### src/logic/opkc_pkg.sv
// opkc_pkg: constants and carrier types for the on pin, reset and key block
// assumes a single 100 MHz clock and a 32-bit apb register bus
package opkc_pkg;

  // register indices; byte address is four times the index
  localparam logic [15:0] IDX_ON_PIN_CONTROL   = 16'h4005;
  localparam logic [15:0] IDX_RESET_CONTROL    = 16'h4006;
  localparam logic [15:0] IDX_CONTROL_IF_CFG   = 16'h4007;
  localparam logic [15:0] IDX_UNLOCK_KEY       = 16'h4008;
  localparam logic [15:0] IDX_IRQ_STATUS       = 16'h4010;
  localparam logic [15:0] IDX_IRQ_MASK         = 16'h4011;

  // on_pin_control field positions
  localparam int unsigned POS_SEC_ACT          = 8;
  localparam int unsigned POS_PRIM_ACT         = 4;
  localparam int unsigned POS_LEVEL_STS        = 3;
  localparam int unsigned POS_HOLD_TO          = 0;
  // reset_control field positions
  localparam int unsigned POS_RELOAD_BOOT      = 15;
  localparam int unsigned POS_SOFT_SCOPE       = 10;
  localparam int unsigned POS_AUX_SLP          = 6;
  localparam int unsigned POS_RST_IN_MASK      = 5;
  localparam int unsigned POS_RST_OUT_SLP      = 4;
  localparam int unsigned POS_RST_DELAY        = 0;
  // control_interface_config and interrupt field positions
  localparam int unsigned POS_AUTO_ADV         = 2;
  localparam int unsigned POS_IRQ_PRIMARY      = 0;
  localparam int unsigned POS_IRQ_SECONDARY    = 1;

  // reset values and writable bits
  localparam logic [15:0] RST_ON_PIN_CONTROL   = 16'h0100;
  localparam logic [15:0] RST_RESET_CONTROL    = 16'h8473;
  localparam logic [15:0] RST_CONTROL_IF_CFG   = 16'h0004;
  localparam logic [15:0] RST_UNLOCK_KEY       = 16'h0000;
  localparam logic [1:0]  RST_IRQ              = 2'h0;
  localparam logic [15:0] WMASK_ON_PIN_CONTROL = 16'h0333;
  localparam logic [15:0] WMASK_RESET_CONTROL  = 16'h8473;
  localparam logic [15:0] WMASK_CONTROL_IF_CFG = 16'h0004;
  localparam logic [15:0] UNLOCK_VALUE         = 16'h9716;

  // button action encodings
  localparam logic [1:0]  ACT_IGNORE_OR_IRQ    = 2'h0;
  localparam logic [1:0]  ACT_ON_REQUEST       = 2'h1;
  localparam logic [1:0]  ACT_OFF_REQUEST      = 2'h2;

  // timing: base units and derived cycle counts
  localparam int unsigned CLK_HZ               = 100_000_000;
  localparam int unsigned HOLD_BASE_S          = 1;
  localparam int unsigned SECOND_CYCLES        = HOLD_BASE_S * CLK_HZ;
  localparam int unsigned MS_CYCLES            = CLK_HZ / 1000;
  localparam int unsigned DELAY_MS_0           = 3;
  localparam int unsigned DELAY_MS_1           = 11;
  localparam int unsigned DELAY_MS_2           = 51;
  localparam int unsigned DELAY_MS_3           = 101;

  // power requests issued toward the power state logic
  typedef struct packed {
    logic on_request;
    logic off_request;
    logic boot_reload;
  } opkc_req_t;

  // reset pin group driven toward the board
  typedef struct packed {
    logic reset_pin_n;
    logic aux_reset;
    logic ext_reset_seen;
  } opkc_rst_t;

endpackage : opkc_pkg

### src/logic/opkc_top.sv
// opkc_top: on pin handling, reset pin control, soft reset scope and key lock
// assumes apb master on pclk, synchronous pin inputs, power state logic outside
//
// Behaviour
// - held button takes selected secondary action
// - button press takes selected primary action
// - every button press sets a sticky status bit, irq when unmasked
// - live button level readable, low reads zero
// - hold timeout selectable one to eight seconds
// - boot data reloaded with each on request when its bit is set
// - soft reset restores defaults except irq_status when scope clear
// - aux reset level in sleep follows bit
// - external reset input masked in sleep
// - reset pin driven low in sleep when its bit is set
// - reset held for selected delay after wake
// - address auto advance follows its bit
// - key value must precede protected writes
// - button and reset fields are key protected
`timescale 1ns/1ps
module opkc_top #(
  parameter int unsigned SECOND_CYCLES = opkc_pkg::SECOND_CYCLES, // cycles in one second
  parameter int unsigned MS_CYCLES     = opkc_pkg::MS_CYCLES      // cycles in one millisecond
) (
  // clock and reset
  input  wire logic              pclk,
  input  wire logic              presetn,
  // apb slave
  input  wire logic [31:0]       paddr,
  input  wire logic              psel,
  input  wire logic              penable,
  input  wire logic              pwrite,
  input  wire logic [31:0]       pwdata,
  input  wire logic [3:0]        pstrb,
  output logic      [31:0]       prdata,
  output logic                   pready,
  output logic                   pslverr,
  // device side inputs
  input  wire logic              button_n,
  input  wire logic              sleep_active,
  input  wire logic              ext_reset_n,
  input  wire logic              on_wake_done,
  input  wire logic              soft_reset,
  // device side outputs
  output opkc_pkg::opkc_req_t    req,
  output opkc_pkg::opkc_rst_t    rst_pins,
  output logic                   address_auto_advance,
  output logic                   irq
);

  // reset pin sequencer states
  typedef enum logic [1:0] {
    RS_HELD,
    RS_DELAY,
    RS_RELEASED
  } opkc_rs_state_t;

  // register storage
  logic [15:0]    on_pin_control;     // writable bits of on_pin_control
  logic [15:0]    reset_control;      // reset control fields
  logic [15:0]    control_interface_config; // control interface options
  logic [15:0]    unlock_key;         // last key written
  logic [1:0]     irq_status;         // sticky event bits
  logic [1:0]     irq_mask;           // enable per event bit
  logic [1:0]     rd_status_snap;     // status bits returned by the current read

  // bus decode
  logic           acc;                // access phase of any transfer
  logic           hit;                // address maps to a register
  logic           wr;                 // accepted write this cycle
  logic           rd_status;          // accepted read of irq_status
  logic           key_ok;             // protected fields unlocked
  logic           soft_clear;         // soft reset clears the map except irq_status

  // button path
  logic           btn_prev_n;         // pin level one cycle ago
  logic           press;              // pin just became asserted
  logic [31:0]    hold_cnt;           // cycles the pin has been held
  logic           hold_done;          // secondary action already taken
  logic           hold_fire;          // hold period reached this cycle
  logic [31:0]    hold_period;        // selected hold period in cycles
  logic           next_on_req;        // on request this cycle
  logic           next_off_req;       // off request this cycle

  // reset pin path
  opkc_rs_state_t rs_state;           // reset sequencer state
  logic [31:0]    rs_cnt;             // cycles left before release
  logic [31:0]    rs_period;          // selected release delay in cycles

  // field views
  logic [1:0]     sec_act;            // button_secondary_action
  logic [1:0]     prim_act;           // button_primary_action
  logic [1:0]     hold_to;            // button_hold_timeout
  logic           reload_boot;        // reload_boot_config_on_power_up
  logic           soft_scope;         // soft_reset_scope
  logic           aux_slp;            // aux_reset_sleep_level
  logic           rst_in_mask;        // reset_input_sleep_mask
  logic           rst_out_slp;        // reset_output_sleep_level
  logic [1:0]     rst_delay_sel;      // reset_release_delay

  // byte address of a register index
  function automatic logic [31:0] reg_addr(input logic [15:0] idx);
    reg_addr = {14'h0000, idx, 2'b00};
  endfunction : reg_addr

  // merge a write into a 16-bit register under byte lanes and writable bits
  function automatic logic [15:0] merge16(input logic [15:0] old,
                                          input logic [31:0] wdata,
                                          input logic [3:0]  strb,
                                          input logic [15:0] wmask);
    logic [15:0] lanes;
    lanes   = {{8{strb[1]}}, {8{strb[0]}}} & wmask;
    merge16 = (old & ~lanes) | (wdata[15:0] & lanes);
  endfunction : merge16

  // field extraction
  assign sec_act       = on_pin_control[opkc_pkg::POS_SEC_ACT +: 2];
  assign prim_act      = on_pin_control[opkc_pkg::POS_PRIM_ACT +: 2];
  assign hold_to       = on_pin_control[opkc_pkg::POS_HOLD_TO +: 2];
  assign reload_boot   = reset_control[opkc_pkg::POS_RELOAD_BOOT];
  assign soft_scope    = reset_control[opkc_pkg::POS_SOFT_SCOPE];
  assign aux_slp       = reset_control[opkc_pkg::POS_AUX_SLP];
  assign rst_in_mask   = reset_control[opkc_pkg::POS_RST_IN_MASK];
  assign rst_out_slp   = reset_control[opkc_pkg::POS_RST_OUT_SLP];
  assign rst_delay_sel = reset_control[opkc_pkg::POS_RST_DELAY +: 2];

  // address decode for the access phase
  always_comb begin
    if (paddr == reg_addr(opkc_pkg::IDX_ON_PIN_CONTROL)) begin
      hit = 1'b1;
    end else if (paddr == reg_addr(opkc_pkg::IDX_RESET_CONTROL)) begin
      hit = 1'b1;
    end else if (paddr == reg_addr(opkc_pkg::IDX_CONTROL_IF_CFG)) begin
      hit = 1'b1;
    end else if (paddr == reg_addr(opkc_pkg::IDX_UNLOCK_KEY)) begin
      hit = 1'b1;
    end else if (paddr == reg_addr(opkc_pkg::IDX_IRQ_STATUS)) begin
      hit = 1'b1;
    end else if (paddr == reg_addr(opkc_pkg::IDX_IRQ_MASK)) begin
      hit = 1'b1;
    end else begin
      hit = 1'b0;
    end
  end

  // zero wait state slave; unmapped addresses answer with an error
  assign acc        = psel & penable;
  assign pready     = 1'b1;
  assign pslverr    = acc & ~hit;
  assign wr         = acc & pwrite & hit;
  assign rd_status  = acc & ~pwrite & (paddr == reg_addr(opkc_pkg::IDX_IRQ_STATUS));
  assign key_ok     = (unlock_key == opkc_pkg::UNLOCK_VALUE);
  assign soft_clear = soft_reset & ~soft_scope;

  // read data captured in the setup phase so it comes from flops
  always_ff @(posedge pclk or negedge presetn) begin
    if (!presetn) begin
      prdata         <= 32'h0000_0000;
      rd_status_snap <= 2'h0;
    end else if (psel && !penable && !pwrite) begin
      prdata         <= 32'h0000_0000;
      rd_status_snap <= 2'h0;
      if (paddr == reg_addr(opkc_pkg::IDX_ON_PIN_CONTROL)) begin
        prdata[15:0] <= (on_pin_control & opkc_pkg::WMASK_ON_PIN_CONTROL)
                        | (16'(button_n) << opkc_pkg::POS_LEVEL_STS);
      end else if (paddr == reg_addr(opkc_pkg::IDX_RESET_CONTROL)) begin
        prdata[15:0] <= reset_control;
      end else if (paddr == reg_addr(opkc_pkg::IDX_CONTROL_IF_CFG)) begin
        prdata[15:0] <= control_interface_config;
      end else if (paddr == reg_addr(opkc_pkg::IDX_UNLOCK_KEY)) begin
        prdata[15:0] <= unlock_key;
      end else if (paddr == reg_addr(opkc_pkg::IDX_IRQ_STATUS)) begin
        prdata[1:0]    <= irq_status;
        rd_status_snap <= irq_status;
      end else if (paddr == reg_addr(opkc_pkg::IDX_IRQ_MASK)) begin
        prdata[1:0] <= irq_mask;
      end else begin
        prdata <= 32'h0000_0000;
      end
    end
  end

  // unlock key register, never guarded itself
  always_ff @(posedge pclk or negedge presetn) begin
    if (!presetn) begin
      unlock_key <= opkc_pkg::RST_UNLOCK_KEY;
    end else if (soft_clear) begin
      // map except irq_status cleared by soft reset
      unlock_key <= opkc_pkg::RST_UNLOCK_KEY;
    end else if (wr && paddr == reg_addr(opkc_pkg::IDX_UNLOCK_KEY)) begin
      unlock_key <= merge16(unlock_key, pwdata, pstrb, 16'hFFFF);
    end
  end

  // button control register, writes taken only while unlocked
  always_ff @(posedge pclk or negedge presetn) begin
    if (!presetn) begin
      on_pin_control <= opkc_pkg::RST_ON_PIN_CONTROL;
    end else if (soft_clear) begin
      on_pin_control <= opkc_pkg::RST_ON_PIN_CONTROL;
    end else if (wr && key_ok && paddr == reg_addr(opkc_pkg::IDX_ON_PIN_CONTROL)) begin
      on_pin_control <= merge16(on_pin_control, pwdata, pstrb,
                                opkc_pkg::WMASK_ON_PIN_CONTROL);
    end
  end

  // reset control register, writes taken only while unlocked
  always_ff @(posedge pclk or negedge presetn) begin
    if (!presetn) begin
      reset_control <= opkc_pkg::RST_RESET_CONTROL;
    end else if (soft_clear) begin
      reset_control <= opkc_pkg::RST_RESET_CONTROL;
    end else if (wr && key_ok && paddr == reg_addr(opkc_pkg::IDX_RESET_CONTROL)) begin
      reset_control <= merge16(reset_control, pwdata, pstrb,
                               opkc_pkg::WMASK_RESET_CONTROL);
    end
  end

  // control interface options, not guarded by the key
  always_ff @(posedge pclk or negedge presetn) begin
    if (!presetn) begin
      control_interface_config <= opkc_pkg::RST_CONTROL_IF_CFG;
    end else if (soft_clear) begin
      control_interface_config <= opkc_pkg::RST_CONTROL_IF_CFG;
    end else if (wr && paddr == reg_addr(opkc_pkg::IDX_CONTROL_IF_CFG)) begin
      control_interface_config <= merge16(control_interface_config, pwdata, pstrb,
                                          opkc_pkg::WMASK_CONTROL_IF_CFG);
    end
  end

  assign address_auto_advance = control_interface_config[opkc_pkg::POS_AUTO_ADV];

  // interrupt mask register
  always_ff @(posedge pclk or negedge presetn) begin
    if (!presetn) begin
      irq_mask <= opkc_pkg::RST_IRQ;
    end else if (soft_clear) begin
      irq_mask <= opkc_pkg::RST_IRQ;
    end else if (wr && pstrb[0] && paddr == reg_addr(opkc_pkg::IDX_IRQ_MASK)) begin
      irq_mask <= pwdata[1:0];
    end
  end

  // sticky status: new events win over the clear done by a read
  always_ff @(posedge pclk or negedge presetn) begin
    if (!presetn) begin
      irq_status <= opkc_pkg::RST_IRQ;
    end else begin
      irq_status <= (irq_status & ~(rd_status ? rd_status_snap : 2'h0))
                    | (2'(press) << opkc_pkg::POS_IRQ_PRIMARY)
                    | (2'(hold_fire && sec_act == opkc_pkg::ACT_IGNORE_OR_IRQ)
                       << opkc_pkg::POS_IRQ_SECONDARY);
    end
  end

  // level interrupt from unmasked sticky bits
  always_ff @(posedge pclk or negedge presetn) begin
    if (!presetn) begin
      irq <= 1'b0;
    end else begin
      irq <= |(irq_status & irq_mask);
    end
  end

  // button edge detect; pin is active low
  always_ff @(posedge pclk or negedge presetn) begin
    if (!presetn) begin
      btn_prev_n <= 1'b1;
    end else begin
      btn_prev_n <= button_n;
    end
  end
  assign press = btn_prev_n & ~button_n;

  assign hold_period = SECOND_CYCLES << hold_to;

  // hold counter: counts while held, clears on release, fires once
  always_ff @(posedge pclk or negedge presetn) begin
    if (!presetn) begin
      hold_cnt  <= 32'h0000_0000;
      hold_done <= 1'b0;
    end else if (button_n) begin
      hold_cnt  <= 32'h0000_0000;
      hold_done <= 1'b0;
    end else if (!hold_done) begin
      if (hold_fire) begin
        hold_done <= 1'b1;
      end else begin
        hold_cnt <= hold_cnt + 32'h0000_0001;
      end
    end
  end
  assign hold_fire = ~button_n & ~hold_done & (hold_cnt == hold_period - 32'h0000_0001);

  // request decode from primary and secondary actions
  always_comb begin
    next_on_req  = press && (prim_act == opkc_pkg::ACT_ON_REQUEST);
    next_off_req = press && (prim_act == opkc_pkg::ACT_OFF_REQUEST);
    if (hold_fire && sec_act == opkc_pkg::ACT_ON_REQUEST) begin
      next_on_req = 1'b1;
    end else if (hold_fire && sec_act == opkc_pkg::ACT_OFF_REQUEST) begin
      next_off_req = 1'b1;
    end
  end

  // request pulses, one cycle each, from flops
  always_ff @(posedge pclk or negedge presetn) begin
    if (!presetn) begin
      req <= '0;
    end else begin
      req.on_request  <= next_on_req;
      req.off_request <= next_off_req;
      req.boot_reload <= next_on_req & reload_boot;
    end
  end

  always_comb begin
    case (rst_delay_sel)
      2'h0:    rs_period = 32'(MS_CYCLES * opkc_pkg::DELAY_MS_0);
      2'h1:    rs_period = 32'(MS_CYCLES * opkc_pkg::DELAY_MS_1);
      2'h2:    rs_period = 32'(MS_CYCLES * opkc_pkg::DELAY_MS_2);
      default: rs_period = 32'(MS_CYCLES * opkc_pkg::DELAY_MS_3);
    endcase
  end

  // reset sequencer: held from power up until a sequence ends plus the delay
  always_ff @(posedge pclk or negedge presetn) begin
    if (!presetn) begin
      rs_state <= RS_HELD;
      rs_cnt   <= 32'h0000_0000;
    end else if (on_wake_done) begin
      rs_state <= RS_DELAY;
      rs_cnt   <= rs_period - 32'h0000_0001;
    end else begin
      case (rs_state)
        RS_HELD: begin
          rs_state <= RS_HELD;
        end
        RS_DELAY: begin
          if (rs_cnt == 32'h0000_0000) begin
            rs_state <= RS_RELEASED;
          end else begin
            rs_cnt <= rs_cnt - 32'h0000_0001;
          end
        end
        default: begin
          rs_state <= RS_RELEASED;
        end
      endcase
    end
  end

  // reset pin group, registered
  always_ff @(posedge pclk or negedge presetn) begin
    if (!presetn) begin
      rst_pins <= '0;
    end else begin
      if (sleep_active) begin
        rst_pins.reset_pin_n <= ~rst_out_slp;
      end else begin
        rst_pins.reset_pin_n <= (rs_state == RS_RELEASED);
      end
      rst_pins.aux_reset      <= sleep_active & aux_slp;
      rst_pins.ext_reset_seen <= ~ext_reset_n & ~(sleep_active & rst_in_mask);
    end
  end

endmodule : opkc_top

### config.mk
export PLATFORM = sky130hd
export DESIGN_NAME = opkc_top
export DESIGN_NICKNAME = d
export VERILOG_FILES = /design/src/logic/opkc_pkg.sv /design/src/logic/opkc_top.sv
export SDC_FILE = /design/constraint.sdc
export NUM_CORES = 1
export LEC_CHECK = 0
export BUFFER_PORTS_ARGS = -buffer_cell sky130_fd_sc_hd__buf_2
export CORE_MARGIN = 4
export CORE_UTILIZATION = 25
export DETAILED_ROUTE_END_ITERATION = 6
export PLACE_DENSITY = 0.51
export SYNTH_ARGS = -nofsm -noshare
export SYNTH_HDL_FRONTEND = slang
export SYNTH_SLANG_ARGS = --single-unit
### constraint.sdc
create_clock -name pclk -period 4.3 [get_ports pclk]
set_input_delay 0.43 -clock pclk [delete_from_list [all_inputs] [get_ports pclk]]
set_output_delay 0.43 -clock pclk [all_outputs]
set_load 0.005 [all_outputs]
Word level (Yosys, flattened, before mapping)
Index checks and enable logic that the tools add are counted.
{"block": "totals", "inputBits": 78, "register_bits": 161}
{"block": "classes", "reduce_logical": 29, "addsub": 4, "n_bitwise": 44, "shift": 1, "eq_ne": 20, "n_mux": 45}
{"op": "32-bit by 17-bit == test with 1-bit output (second input constant)", "count": 6}
{"op": "16-bit two-way mux", "count": 12}
{"op": "32-bit two-way mux", "count": 6}
{"op": "16-bit AND", "count": 6}
{"op": "32-bit by 1-bit subtractor with 32-bit output (second input constant)", "count": 3}
{"op": "24-bit one-hot mux with 3 select lines", "count": 1}
{"op": "16-bit bitwise OR", "count": 4}
{"op": "32-bit by 1-bit adder with 32-bit output (second input constant)", "count": 1}
{"op": "32-bit == test", "count": 1}
{"op": "32-bit logical NOT", "count": 1}
{"op": "16-bit NOT", "count": 2}
{"op": "27-bit by 2-bit << shifter with 32-bit output (first input constant)", "count": 1}
{"op": "2-bit two-way mux", "count": 12}
{"op": "16-bit by 10-bit AND with 16-bit output", "count": 1}
{"op": "16-bit by 3-bit AND with 16-bit output", "count": 1}
{"op": "16-bit == test (second input constant)", "count": 1}
{"op": "10-bit NOT with 16-bit output", "count": 1}
{"op": "3-bit NOT with 16-bit output", "count": 1}
{"op": "1-bit AND", "count": 14}
{"op": "1-bit logical AND", "count": 14}
{"op": "1-bit two-way mux", "count": 13}
{"op": "2-bit nonzero test", "count": 6}
{"op": "10-bit by 4-bit bitwise OR with 10-bit output", "count": 1}
{"op": "2-bit by 1-bit == test with 1-bit output (second input constant)", "count": 4}
{"op": "13 further kinds", "count": 30}

Depth between registers and ports, before layout
{"block": "logic_depth", "depth_word": 12, "mapped_depth": 13}

Least setup slack after synthesis
Ideal clock, no wire load.
{"block": "synth_path", "kind": "input to register", "startpoint": "input port on_wake_done", "endpoint": "register rs_cnt[24]", "required_ns": 4.169, "t_arrival_ns": 2.768, "setup_time_ns": 0.131, "n_path_buf": 3, "cell_stages": 11, "slack_ns": 1.401, "path_cell_list": "clkbuf_1 > inv_1 > clkbuf_1 > clkbuf_1 > nand2_1 > ha_1 > nand4_1 > or4_1 > or4_1 > xor2_1 > nor2_1"}
{"block": "synth_between", "elab_chain_cells": 2}
{"item": "start: declaration", "line": "opkc_top.sv:41", "source": "input wire logic on_wake_done,"}
{"item": "2-bit != test (no line) or 2-bit nonzero test (tied branches)"}
{"item": "2-bit AND reduction (no line)"}
{"item": "end signal: assignment", "line": "opkc_top.sv:332", "source": "rs_cnt <= rs_period - 32'h0000_0001;"}
{"item": "end signal: assignment", "line": "opkc_top.sv:342", "source": "rs_cnt <= rs_cnt - 32'h0000_0001;"}
{"item": "end: declaration", "line": "opkc_top.sv:86", "source": "logic [31:0] rs_cnt;"}
Parallel ways exist; a longest one is shown, timed or not.
A chain may end at the register's enable or synchronous reset.

Final worst setup path
{"block": "layout_path", "startpoint": "register on_pin_control[0]", "endpoint": "register hold_cnt[12]"}
{"block": "layout_between", "elab_chain_cells": 6}
{"item": "start: declaration", "line": "opkc_top.sv:58", "source": "logic [15:0] on_pin_control;"}
{"item": "start signal: assignment", "line": "opkc_top.sv:197", "source": "on_pin_control <= opkc_pkg::RST_ON_PIN_CONTROL;"}
{"item": "start signal: assignment", "line": "opkc_top.sv:199", "source": "on_pin_control <= opkc_pkg::RST_ON_PIN_CONTROL;"}
{"item": "start signal: assignment", "line": "opkc_top.sv:201", "source": "on_pin_control <= merge16(on_pin_control, pwdata, pstrb,"}
{"item": "27-bit by 2-bit << shifter with 32-bit output", "line": "opkc_top.sv:274", "source": "assign hold_period = SECOND_CYCLES << hold_to;"}
{"item": "32-bit by 1-bit subtractor with 32-bit output", "line": "opkc_top.sv:292", "source": "assign hold_fire = ~button_n & ~hold_done & (hold_cnt == hold_period - 32'h0000_0001);"}
{"item": "32-bit == test", "line": "opkc_top.sv:292"}
{"item": "1-bit AND", "line": "opkc_top.sv:292"}
{"item": "2-bit != test (no line)"}
{"item": "2-bit AND reduction (no line)"}
{"item": "end signal: assignment", "line": "opkc_top.sv:288", "source": "hold_cnt <= hold_cnt + 32'h0000_0001;"}
{"item": "end: declaration", "line": "opkc_top.sv:77", "source": "logic [31:0] hold_cnt;"}
No other way between the ends.

==> results.yml <==
outcome:
  status: "complete, no violations"
drt:
  wl_met2_um: 8710
  ant_nets: 0
  topRoutingLayerUsed: "met4"
  drt_first_pass_iters: 5
  wl_met1_um: 8880
  drt_first_iter_violations: 351
  routed_via_density: 4.79
  drt-total-wl_um: 19000
  num_vias: 5834
  wl_met3_um: 1030
  wire_per_inst_um: 15.6
  drc: 0
run:
  drv_cap: 0
cells_and_area:
  fillCellCount: 2964
  regArea_um2: 3190
  drive_above_1_share_pct: 18.2
  multi_input_area_um2: 3580
  antennaDiodeCount: 0
  final_nets: 914
  syn2layout_area_growth_pct: 18.6
  final_cell_mix: "dfrtp_1, nor2_1, buf_2, nand2_1, mux2i_1"
  final_common_cell: "dfrtp_1"
sta:
  final-setup-viol-count: 0
  fin_setup_tns_ns: 0
  finClkSkew_ns: 0.0108
  rsz0062_at_grt: "no"
  worst-slew-pin-transition_ns: 0.969
  finalCritPeriodShare_pct: 70.9
  setup_ws_ns: 1.25
  max_slew_margin_pct: 33.7
  hold_viol: 0
  fmax_mhz: 328
  min_period_ns: 3.05
  finalMaxSlewViolations: 0
setup_path:
  crit_slowest_cell: "and4_1"
  worstPathMaxFanout: 28
  arrival_ns: 3.36
  worstPathRequired_ns: 4.61
  slowest_delay_ns: 0.62
  crit_type: "flop to flop"
  worst_setup_path_start_kind: "flop"
  end_kind: "flop"
  path_cells: "or2_2, ha_1, xor2_1, nand2_1, a2111oi_0, and4_1, buf_12, nor3b_2, mux2_4"
clocking:
  clock_path_buffers: 2
  numCtsBuffers: 17
  cts_setup_buffers: 0
  cts.reportedPaths.clkPinSlew_ns: 0.06
  clk_latency_ns: 0.43
  cts_resized: 0
  cts_tree: "built"
  cts_hold_buf: 0
  ctsRootBufferMaster: "clkbuf_16"
  htreeDepth: 4
  cts_num_sinks: 127
worst_hold_path:
  hold_class: "input port to asynchronous set/reset pin"
placed_design:
  dp_slack_ns: 1.16
  hpwl_um: 13300
  globalplace.congestion: 0.843
  numPortBuffers: 84
global_route:
  grt_pass1_wl_um: 31500
  grt-ovfl-total: 0
  first_global_vias: 5769
  grt_max_degree: 99
  antenna_found_initial: 0
  gr-usage-all-layers_pct: 12.7
synth:
  synth_async_sr_flop_share_pct: 100
  yosys.area.top_type_share_pct: 41.6
  synth_top_cell_by_area: "dfrtp_1"
  synth_area_per_cell_um2: 9.34
  syn-cell-area_um2: 7040
  synth_edf_count: 0
  synth-seq-area-share_pct: 45.3
  ys_seq_elements: 127
  synthFlopType: "dfrtp_1"
  synthCells: 753
  synthTopCellsByArea: "dfrtp_1, mux2i_1, nor2_1, nand2_1, dfstp_2"
  synthDistinctLibCells: 62
  ys_warn_count: 0
floorplan:
  die_h_um: 176
  ios: 120
  rows: 61
  dieArea_um2: 30900
  die_w_um: 176
  start_util_pct: 25.3
  core-area_um2: 27800
pwr:
  p_leak_nw: 3.71
  irDropWorstVdd_mv: 0.276
  power_density_nw_per_um2: 353
  fin_total_pwr_mw: 2.95
==> cell families after synthesis <==
kind of cell | Yosys count | share of synthesized area, %
DFF | 127 | 45.3
muxes | 48 | 7.09
AOI/OAI and AO/OA | 110 | 9.92
adders and majority gates | 9 | 1.60
and+or+nand+nor | 366 | 27.4
buffers and inverters | 59 | 4.53
xor gates and xnor gates | 32 | 3.98
other | 2 | 0.107
==> per-stage QoR <==
step / std cells / hold slack, ns / area (um^2) / utilization [%]
after floorplan: 768 / 0.134 / 7090 / -
after global placement: 1186 / 0.451 / 7770 / 28.0
after detailed placement: 1186 / 0.456 / 7770 / 28.0
after CTS: 1218 / 0.127 / 8340 / 30.0
after global routing: 1218 / 0.137 / 8340 / 30.0
final: 1218 / 0.142 / 8340 / 30.0
==> area by class of cell <==
| type | instances | share of cell area (%) |
|---|---|---|
| sequential | 127 | 38.2 |
| timing repair buffer | 91 | 5.89 |
| tap | 378 | 5.67 |
| inverter | 8 | 0.360 |
| clock buffer | 17 | 5.10 |
| clock inverter | 15 | 1.80 |
| multi-input combinational | 582 | 42.9 |
==> synth_stat cells (5+ instances only) <==
library cell	instances
buf_4	19
inv_1	8
mux2i_1	39
or4_1	17
and2_1	7
dfstp_2	10
or2_2	5
and3_1	6
nand3_1	31
nor4_1	14
a221oi_1	6
xnor2_1	15
dfrtp_1	117
nand2_1	78
nand3b_1	6
nand4_1	22
nor2b_1	16
or3_1	13
clkbuf_1	24
nor2_1	86
xor2_1	17
nor3b_1	7
nor4b_1	6
a21oi_1	36
ha_1	9
mux2_2	7
o21ai_0	22
o31ai_1	13
nor3_1	24
nand2b_1	8
==> report_power, final <==
| group | internal (mW) | switching, mW | total (mW) | leakage [nW] |
|---|---|---|---|---|
| clock network | 0.811 | 0.607 | 1.42 | 0.270 |
| registers | 1.25 | 0.0488 | 1.30 | 1.66 |
| logic | 0.0931 | 0.141 | 0.234 | 1.78 |
| total | 2.15 | 0.797 | 2.95 | 3.71 |
==> flip-flops by register name, indices dropped and copies added, names as in the netlist, 3 cells and up <==
signal and cells:
rst_pins 3, prdata 16, reset_control 7, unlock_key 16
on_pin_control 6, rs_cnt 32, hold_cnt 32, req 3
==> worst max-delay path, delay by kind of cell, from the launching register on <==
kind	cells	cell delay, ns
AOI/OAI and AO/OA	1	0.25
xor gates and xnor gates	1	0.14
adders and majority gates	1	0.30
buffers and inverters	1	0.24
DFF	1	0.58
muxes	1	0.29
and+or+nand+nor	4	1.13
==> metal layers <==
layer,GRT usage [%],up-vias
met3,3.06,29
met5,0,-
li1,-,2839
met4,5.13,0
met2,19.2,129
met1,17.4,2837
==> worst paths after layout <==
path                                    from               end  slack (ns)  cells past startpoint
max                        on_pin_control[0]      hold_cnt[12]        1.25                      9
min                                  presetn       hold_cnt[2]        0.14                      1
max reg2reg                on_pin_control[0]      hold_cnt[12]        1.25                      9
min reg2reg                       prdata[12]        prdata[12]        0.46                      2
max in group asynchronous            presetn  reset_control[0]        3.13                      2
min in group pclk                ext_reset_n       rst_pins[0]        0.15                      2
No activity file was read; power rests on OpenSTA's default activity.
